[src/core/flg_map.svh]
// Purpose: Offsets, fields, codes and timing of the flash lock guard.
// Assumes: Included by the guard module and the testbench only.
// Notes: Register offsets are byte addresses of 32-bit words.
`ifndef FLG_MAP_SVH
`define FLG_MAP_SVH
`define FLG_CLK_PERIOD_NS 50
`define FLG_ERASE_FILTER_NS 1000000
`define FLG_REG_CMD 8'h00
`define FLG_REG_STATUS 8'h04
`define FLG_REG_LOCK 8'h08
`define FLG_REG_RESULT 8'h0C
`define FLG_REG_CTRL 8'h10
`define FLG_REG_CALIB 8'h14
`define FLG_REG_UID0 8'h20
`define FLG_REG_UID1 8'h24
`define FLG_REG_UID2 8'h28
`define FLG_REG_UID3 8'h2C
`define FLG_CMD_PROG 8'h01
`define FLG_CMD_ERASE_PAGE 8'h02
`define FLG_CMD_ERASE_ALL 8'h03
`define FLG_CMD_SET_LOCK 8'h08
`define FLG_CMD_CLR_LOCK 8'h09
`define FLG_CMD_SET_GP 8'h0B
`define FLG_CMD_GET_DESC 8'h0E
`define FLG_ST_READY 0
`define FLG_ST_LOCK_ERR 1
`define FLG_ST_CMD_ERR 2
`define FLG_ST_SECURE 3
`define FLG_OP_PROG 2'h1
`define FLG_OP_ERASE_PAGE 2'h2
`define FLG_OP_ERASE_ALL 2'h3
`define FLG_PAGES_PER_REGION_LOG2 6
`define FLG_REGION_BYTES 32'h0000_4000
`define FLG_PAGES_PER_REGION 32'h0000_0040
`define FLG_PAGE_BYTES 32'h0000_0100
`define FLG_RESET_WORD 32'h0000_0000
`endif

[src/core/flg_pkg.sv]
// Purpose: Types shared by the flash lock guard.
// Assumes: Constants come from the map header.
// Notes: States are one-hot.
`default_nettype none
package flg_pkg;
  typedef logic [31:0] flg_word_t;
  typedef enum logic [1:0] {
    flg_st_idle = 2'h1,
    flg_st_busy = 2'h2
  } flg_state_e;
endpackage
`default_nettype wire

[src/core/flg_guard.sv]
// Purpose: Flash lock regions, security bit and debug access gating.
// Assumes: Avalon-MM slave with one wait cycle; flash array on same clock.
// Notes: Calibration word and unique identifier defaults are arbitrary.
// Behaviour
// - Flash splits into 16 kbyte regions of 64 pages, one lock bit each.
// - Program or page erase on a locked region aborts and raises the interrupt.
// - Set-lock and clear-lock commands change one region's lock bit.
// - A qualified erase pin clears every lock bit.
// - Security state is general purpose nonvolatile bit 0.
// - While secure, debug and fast programming accesses are refused.
// - Only the set bit 0 command sets security; no command clears it.
// - Security clears only after erase pin then a full flash erase.
// - With security off, every access path is granted again.
// - Calibration bits are fixed and ignore the erase pin.
// - The 128-bit unique identifier is fixed and ignores the erase pin.
// - A command returns a descriptor word of the flash organisation.
//
// Local design decisions: the register offsets and the Avalon-MM interface to the registers.
`include "flg_map.svh"
`default_nettype none
module flg_guard #(
  parameter int unsigned NUM_REGIONS = 16,
  parameter int unsigned ERASE_QUAL_CYC =
    (`FLG_ERASE_FILTER_NS + `FLG_CLK_PERIOD_NS - 1) / `FLG_CLK_PERIOD_NS,
  parameter logic [31:0] CALIB_WORD = 32'h0000_5A5A,
  parameter logic [127:0] UNIQUE_ID =
    128'h0123_4567_89AB_CDEF_0F1E_2D3C_4B5A_6978
) (
  input wire logic ref_clk_in,
  input wire logic rst_b_in,
  input wire logic [7:0] avs_address_in,
  input wire logic avs_read_in,
  input wire logic avs_write_in,
  input wire logic [3:0] avs_byteenable_in,
  input wire flg_pkg::flg_word_t avs_writedata_in,
  output var flg_pkg::flg_word_t avs_readdata_out,
  output logic avs_waitrequest_out,
  input wire logic erase_pin_in,
  input wire logic nvm_secure_in,
  input wire logic [NUM_REGIONS-1:0] nvm_lock_in,
  input wire logic flash_done_in,
  input wire logic dbg_req_in,
  input wire logic ffpi_req_in,
  output logic dbg_grant_out,
  output logic ffpi_grant_out,
  output logic flash_start_out,
  output logic [1:0] flash_op_out,
  output logic [15:0] flash_page_out,
  output logic [3:0] flash_wait_out,
  output logic [NUM_REGIONS-1:0] lock_bits_out,
  output logic secure_out,
  output logic irq_out
);
  import flg_pkg::*;

  localparam int unsigned RW = (NUM_REGIONS > 1) ? $clog2(NUM_REGIONS) : 1;
  localparam int unsigned CW = $clog2(ERASE_QUAL_CYC + 1);
  localparam logic [CW-1:0] QUAL_LAST = CW'(ERASE_QUAL_CYC - 1);
  localparam logic [9:0] REGION_COUNT = 10'(NUM_REGIONS);

  flg_state_e state;
  flg_word_t read_mux;
  flg_word_t result;
  logic loaded;
  logic lock_err;
  logic cmd_err;
  logic erase_s1;
  logic erase_s2;
  logic [CW-1:0] erase_cnt;
  logic erase_qual;
  logic erase_armed;
  logic erase_pend;
  logic cur_all;
  logic acc_wr;
  logic acc_rd;
  logic cmd_sel;
  logic cmd_go;
  logic [7:0] cmd_key;
  logic [15:0] cmd_page;
  logic [9:0] region;
  logic region_ok;
  logic hit_lock;
  logic page_cmd;
  logic region_cmd;
  logic known_cmd;
  logic op_ok;
  logic lock_abort;
  logic bad_cmd;
  logic launch;
  logic full_done;
  logic st_clr;

  // Requests complete at the edge where waitrequest is seen low.
  assign acc_wr = avs_write_in & ~avs_waitrequest_out;
  assign acc_rd = avs_read_in & ~avs_waitrequest_out;
  assign cmd_sel = acc_wr && (avs_address_in == `FLG_REG_CMD);
  assign st_clr = acc_rd && (avs_address_in == `FLG_REG_STATUS);
  assign cmd_key = avs_writedata_in[7:0];
  assign cmd_page = avs_writedata_in[31:16];
  // Region index is the page number over the pages per region.
  assign region = cmd_page[15:`FLG_PAGES_PER_REGION_LOG2];
  assign region_ok = region < REGION_COUNT;
  assign hit_lock = region_ok && lock_bits_out[region[RW-1:0]];
  assign page_cmd = (cmd_key == `FLG_CMD_PROG) ||
                    (cmd_key == `FLG_CMD_ERASE_PAGE);
  assign region_cmd = page_cmd || (cmd_key == `FLG_CMD_SET_LOCK) ||
                      (cmd_key == `FLG_CMD_CLR_LOCK);
  assign known_cmd = region_cmd || (cmd_key == `FLG_CMD_ERASE_ALL) ||
                     (cmd_key == `FLG_CMD_SET_GP) ||
                     (cmd_key == `FLG_CMD_GET_DESC);
  // A command is refused while busy, while a pin erase waits, or on a
  // partial write, so a half-written key can never start an operation.
  assign cmd_go = cmd_sel && (avs_byteenable_in == 4'hF) && loaded &&
                  (state == flg_st_idle) && !erase_pend;
  assign op_ok = cmd_go && page_cmd && region_ok && !hit_lock;
  assign lock_abort = cmd_go && page_cmd && hit_lock;
  assign bad_cmd = (cmd_sel && !cmd_go) ||
                   (cmd_go && (!known_cmd || (region_cmd && !region_ok) ||
                    ((cmd_key == `FLG_CMD_SET_GP) && (cmd_page != 16'h0000))));
  assign launch = op_ok || (cmd_go && (cmd_key == `FLG_CMD_ERASE_ALL)) ||
                  ((state == flg_st_idle) && erase_pend);
  assign full_done = (state == flg_st_busy) && flash_done_in && cur_all;
  assign erase_qual = erase_s2 && (erase_cnt == QUAL_LAST);

  always_comb begin
    read_mux = `FLG_RESET_WORD;
    case (avs_address_in)
      `FLG_REG_CMD: read_mux = `FLG_RESET_WORD;
      `FLG_REG_STATUS: begin
        read_mux[`FLG_ST_READY] = (state == flg_st_idle) && !erase_pend;
        read_mux[`FLG_ST_LOCK_ERR] = lock_err;
        read_mux[`FLG_ST_CMD_ERR] = cmd_err;
        read_mux[`FLG_ST_SECURE] = secure_out;
      end
      `FLG_REG_LOCK: read_mux[NUM_REGIONS-1:0] = lock_bits_out;
      `FLG_REG_RESULT: read_mux = result;
      `FLG_REG_CTRL: read_mux[3:0] = flash_wait_out;
      `FLG_REG_CALIB: read_mux = CALIB_WORD;
      `FLG_REG_UID0: read_mux = UNIQUE_ID[31:0];
      `FLG_REG_UID1: read_mux = UNIQUE_ID[63:32];
      `FLG_REG_UID2: read_mux = UNIQUE_ID[95:64];
      `FLG_REG_UID3: read_mux = UNIQUE_ID[127:96];
      default: read_mux = `FLG_RESET_WORD;
    endcase
  end

  always_ff @(posedge ref_clk_in) begin
    if (!rst_b_in) begin
      avs_waitrequest_out <= 1'b1;
      avs_readdata_out <= `FLG_RESET_WORD;
    end else begin
      avs_waitrequest_out <= 1'b1;
      if ((avs_read_in || avs_write_in) && avs_waitrequest_out) begin
        avs_waitrequest_out <= 1'b0;
        if (avs_read_in) begin
          avs_readdata_out <= read_mux;
        end
      end
    end
  end

  // Wait states are only stored; the array controller applies them.
  always_ff @(posedge ref_clk_in) begin
    if (!rst_b_in) begin
      flash_wait_out <= 4'h0;
    end else if (acc_wr && (avs_address_in == `FLG_REG_CTRL) &&
                 avs_byteenable_in[0]) begin
      flash_wait_out <= avs_writedata_in[3:0];
    end
  end

  always_ff @(posedge ref_clk_in) begin
    if (!rst_b_in) begin
      erase_s1 <= 1'b0;
      erase_s2 <= 1'b0;
      erase_cnt <= '0;
    end else begin
      erase_s1 <= erase_pin_in;
      erase_s2 <= erase_s1;
      if (!erase_s2) begin
        erase_cnt <= '0;
      end else if (erase_cnt != CW'(ERASE_QUAL_CYC)) begin
        erase_cnt <= erase_cnt + 1'b1;
      end
    end
  end

  always_ff @(posedge ref_clk_in) begin
    if (!rst_b_in) begin
      erase_armed <= 1'b0;
      erase_pend <= 1'b0;
    end else begin
      if (erase_qual) begin
        erase_armed <= 1'b1;
      end else if (full_done) begin
        erase_armed <= 1'b0;
      end
      if (erase_qual) begin
        erase_pend <= 1'b1;
      end else if (state == flg_st_idle) begin
        erase_pend <= 1'b0;
      end
    end
  end

  // Locks and security start closed and take the stored copy one cycle
  // after reset, so nothing slips through before the copy is known.
  always_ff @(posedge ref_clk_in) begin
    if (!rst_b_in) begin
      loaded <= 1'b0;
      lock_bits_out <= '1;
    end else begin
      loaded <= 1'b1;
      if (!loaded) begin
        lock_bits_out <= nvm_lock_in;
      end else if (erase_qual) begin
        lock_bits_out <= '0;
      end else if (cmd_go && region_ok &&
                   (cmd_key == `FLG_CMD_SET_LOCK)) begin
        lock_bits_out[region[RW-1:0]] <= 1'b1;
      end else if (cmd_go && region_ok &&
                   (cmd_key == `FLG_CMD_CLR_LOCK)) begin
        lock_bits_out[region[RW-1:0]] <= 1'b0;
      end
    end
  end

  always_ff @(posedge ref_clk_in) begin
    if (!rst_b_in) begin
      secure_out <= 1'b1;
    end else if (!loaded) begin
      secure_out <= nvm_secure_in;
    end else if (cmd_go && (cmd_key == `FLG_CMD_SET_GP) &&
                 (cmd_page == 16'h0000)) begin
      secure_out <= 1'b1;
    end else if (full_done && erase_armed) begin
      secure_out <= 1'b0;
    end
  end

  always_ff @(posedge ref_clk_in) begin
    if (!rst_b_in) begin
      dbg_grant_out <= 1'b0;
      ffpi_grant_out <= 1'b0;
    end else begin
      dbg_grant_out <= dbg_req_in && !secure_out && loaded;
      ffpi_grant_out <= ffpi_req_in && !secure_out && loaded;
    end
  end

  always_ff @(posedge ref_clk_in) begin
    if (!rst_b_in) begin
      state <= flg_st_idle;
      flash_start_out <= 1'b0;
      flash_op_out <= 2'h0;
      flash_page_out <= 16'h0000;
      cur_all <= 1'b0;
    end else begin
      flash_start_out <= 1'b0;
      case (state)
        flg_st_idle: begin
          if (launch) begin
            state <= flg_st_busy;
            flash_start_out <= 1'b1;
            if (op_ok) begin
              flash_page_out <= cmd_page;
              flash_op_out <= (cmd_key == `FLG_CMD_PROG) ?
                              `FLG_OP_PROG : `FLG_OP_ERASE_PAGE;
              cur_all <= 1'b0;
            end else begin
              flash_page_out <= 16'h0000;
              flash_op_out <= `FLG_OP_ERASE_ALL;
              cur_all <= 1'b1;
            end
          end
        end
        flg_st_busy: begin
          if (flash_done_in) begin
            state <= flg_st_idle;
          end
        end
        default: state <= flg_st_idle;
      endcase
    end
  end

  // Reading status clears only the bits it returned; a new event wins.
  always_ff @(posedge ref_clk_in) begin
    if (!rst_b_in) begin
      lock_err <= 1'b0;
      cmd_err <= 1'b0;
      irq_out <= 1'b0;
    end else begin
      lock_err <= lock_abort ||
        (lock_err && !(st_clr && avs_readdata_out[`FLG_ST_LOCK_ERR]));
      cmd_err <= bad_cmd ||
        (cmd_err && !(st_clr && avs_readdata_out[`FLG_ST_CMD_ERR]));
      irq_out <= lock_abort ||
        (lock_err && !(st_clr && avs_readdata_out[`FLG_ST_LOCK_ERR]));
    end
  end

  always_ff @(posedge ref_clk_in) begin
    if (!rst_b_in) begin
      result <= `FLG_RESET_WORD;
    end else if (cmd_go && (cmd_key == `FLG_CMD_GET_DESC)) begin
      case (cmd_page[1:0])
        2'h0: result <= 32'(NUM_REGIONS);
        2'h1: result <= `FLG_REGION_BYTES;
        2'h2: result <= `FLG_PAGES_PER_REGION;
        default: result <= `FLG_PAGE_BYTES;
      endcase
    end
  end
endmodule
`default_nettype wire

[config.mk]
export PLATFORM = sky130hd
export DESIGN_NAME = flg_guard
export DESIGN_NICKNAME = d
export VERILOG_FILES = /design/src/core/flg_pkg.sv /design/src/core/flg_guard.sv
export VERILOG_INCLUDE_DIRS = /design/src /design/src/core
export SDC_FILE = /design/constraint.sdc
export NUM_CORES = 1
export LEC_CHECK = 0
export ABC_AREA = 1
export BUFFER_PORTS_ARGS = -buffer_cell sky130_fd_sc_hd__buf_2
export CAP_MARGIN = 20
export CORE_MARGIN = 2
export CORE_UTILIZATION = 47
export DETAILED_ROUTE_END_ITERATION = 12
export PLACE_DENSITY = 0.73
export SLEW_MARGIN = 20
export SYNTH_ARGS = -nofsm -noshare
export SYNTH_HDL_FRONTEND = slang
export SYNTH_SLANG_ARGS = --single-unit
[constraint.sdc]
create_clock -name ref_clk_in -period 1.7 [get_ports ref_clk_in]
set_input_delay 0.17 -clock ref_clk_in [delete_from_list [all_inputs] [get_ports ref_clk_in]]
set_output_delay 0.17 -clock ref_clk_in [all_outputs]
set_load 0.02 [all_outputs]
==> impl_metrics.yaml <==
sta:
  relSlewSlack_pct: 64.2
  period_share_pct: 94.4
  period_minus_slack_ns: 1.61
  setup_viol_count_final: 0
  finalClockSkew_ns: 0.0155
  final_max_slew_viol_count: 0
  fmax_mhz: 623
  tightest_slew_ns: 0.532
  hold_viol: 0
  setup_slack_ns: 0.0944
power:
  p_sw_mw: 1.30
  swShare_pct: 28.6
  power.share.combinational_pct: 14.7
  ir_drop_mv: 0.421
  seqPwrFrac_pct: 50.5
  leakagePower_nw: 3.28
  pwr_density_cell_nw_per_um2: 718
  power_frac_clock_pct: 34.8
  p_int_mw: 3.25
clocking:
  worst_skew_pair.late_latency_ns: 0.38
  cts.htree.levels: 3
  cts_tree: "yes"
  numCtsBuffers: 9
  cts_sinks: 95
  clk_pin_slew_ns: 0.11
  clockRootBuffer: "clkbuf_8"
  clockBufferDepth: 2
placed_design:
  dp_slack_ns: -0.00542
  dp_hpwl_um: 10600
  numPortBuffers: 134
  gp_congestion: 0.909
  placedCellCount: 1086
floorplanning:
  core_um2: 10400
  die_h_um: 108
  initial_core_util_pct: 48.8
  pin_count: 145
  core.rowCount: 37
  die_x_um: 108
  dieArea_um2: 11600
routing:
  antenna_left: 0
  route.detailed.drc: 0
  wl_per_cell_um: 12.8
  wl_um: 14100
  wl_met2_um: 6340
  top_layer: "met4"
  dr.pass1.iters: 7
  drt_iter0_markers: 310
  vias: 5491
  routedLengthMet1_um: 6720
  routed_via_density: 4.97
  wl_met3_um: 869
critical_path:
  endpoint_kind: "flop"
  worst-path-max-fanout: 11
  crit_type: "flop to flop"
  cp.arrival_ns: 1.92
  required_ns: 2.01
  start_kind: "flop"
logic_synthesis:
  ys_warn_count: 0
  ys_seq_area_share_pct: 37.6
  ys_ff_latch: 95
  synth_area_um2: 5060
  synth_top_cell_area_share_pct: 37.6
  synth_cell_types: 36
  synth.avg_cell_area_um2: 6.28
  synth_largest_area_cell: "dfxtp_1"
  syn_inst: 805
  yosys-top-cells-area: "dfxtp_1 (38%), nand2_1 (18%), nor2_1 (8.1%)"
cells_and_area:
  fillers: 1061
  drive_gt1_share_pct: 23.2
  final_cells: 1105
  finalNetCount: 1035
  regArea_um2: 1900
  multiInputGateArea_um2: 2610
  antennaDiodeCount: 0
  syn2layout_area_growth_pct: 25.5
global_routing:
  antenna_found_initial: 0
  track_usage_pct: 25.1
  grt_pass1_vias: 5030
  overflow: 0
  grt_pass1_wl_um: 23300
  grt_max_degree: 42
min_path:
  holdCritPathClass: "input port to flop"
job:
  max_cap_violations: 0
outcome:
  status: "complete, no violations"
-- final timing paths --
path,from,cells after the start,endpoint,slack [ns]
min reg2reg,erase_s1,2,erase_s2,0.45
max reg2reg,avs_waitrequest_out,8,lock_err,0.09
max,avs_waitrequest_out,8,lock_err,0.09
min,nvm_secure_in,3,secure_out,0.02
-- layout by cell type, fill, tap and decap left out, types with 3 or more instances in the layout --
master / instances
nand4_1: 9
nor2_2: 4
a21oi_1: 56
buf_4: 44
nor3_1: 5
o211ai_1: 3
nand2_1: 240
o21ai_0: 48
dfxtp_1: 95
nand2_4: 3
inv_2: 5
inv_1: 102
nor2_4: 4
o21ai_1: 7
nor3b_1: 8
buf_2: 134
clkbuf_8: 10
nand3_2: 3
nand3_1: 43
nand2_2: 4
nor2_1: 106
nor4_1: 3
-- area by class of cell --
cell class	instances	share of cell area, %
Inverter	107	6.33
Timing Repair Buffer	182	16.7
Clock buffer	11	2.23
Sequential cell	95	30.0
Multi-Input combinational cell	569	41.1
Clock inverter	5	1.03
Tap cell	136	2.68
-- synth_stat cells --
cell type    n
nor3_1       5
a21oi_1     56
a31oi_1      2
nor3b_1      8
nand3_1     45
nand3_2      3
o21bai_1     1
buf_6        4
dfxtp_1     95
nor2_4       1
ha_1         2
o21ai_1      6
nand2_2      2
o21ai_0     50
nor2_2       4
nand3b_1     2
nor2_1     109
o21ai_2      1
conb_1       1
or2_2        1
buf_4       14
and3_1       2
buf_2        2
nor4_1       3
or3_1        1
clkbuf_1    15
inv_2        5
o31ai_1      1
nand4_1      9
a21oi_2      2
nand2_4      2
nand2_1    243
o311ai_0     2
a211oi_1     1
o211ai_1     3
inv_1      102
-- logic make-up after synthesis --
group                    share of synthesized area, %
flip-flops                                       37.6
adder cells (fa/ha/maj)                         0.495
AND/OR/NAND/NOR                                  36.5
buffers and inverters                            12.2
AO/OA/AOI/OAI                                    13.1
other                                          0.0741
-- power by group through the flow --
| stage | logic [mW] | registers (mW) | clock network (mW) |
|---|---|---|---|
| after global placement | 0.650 | 2.35 | 0 |
| after detailed placement | 0.656 | 2.35 | 0 |
| after floorplan | 0.340 | 2.40 | 0 |
| final | 0.670 | 2.30 | 1.58 |
| after CTS | 0.665 | 2.30 | 1.63 |
| after global routing | 0.752 | 2.31 | 1.71 |
-- critical path, stage by stage (launching register included) --
cell and delay (ns):
dfxtp_1 0.33, nor2_2 0.17, nand3_2 0.11, nor2_4 0.19, nand3_2 0.12, nor2_4 0.13, buf_4 0.19, o21ai_1 0.13
a21oi_1 0.17
-- stage by stage --
step / setup TNS (ns) / utilization, % / hold WS [ns] / total power, mW / instance area (um2)
after floorplan: 0 / - / 0.198 / 2.74 / 5060
after CTS: 0 / 60.5 / 0.00360 / 4.60 / 6280
after global routing: -0.0116 / 61.2 / 0.0179 / 4.78 / 6350
final: 0 / 61.2 / 0.0156 / 4.56 / 6350
after global placement: 0 / 58.3 / 0.358 / 3.00 / 6050
after detailed placement: -0.0109 / 58.3 / 0.366 / 3.01 / 6050
-- repair_timing --
item,4_1_cts,5_1_grt
hold endpoints to repair,2,0
setup buffers,0,1
setup endpoints to repair,0,44
resized for setup,0,17
hold buffers,2,0
-- layer usage --
layer  GRT usage (%)  up-vias
met4            7.33        0
met2            40.3      157
met1            34.6     2478
li1                -     2837
met3            4.06       19
met5               0        -
-- registers in the layout, summed over array words and instances, names as in the netlist, 2 cells and up --
name	flops
erase_cnt	15
result	4
flash_page_out	16
avs_readdata_out	23
flash_wait_out	4
lock_bits_out	16
state	2
flash_op_out	2
No activity file was read; power rests on OpenSTA's default activity.
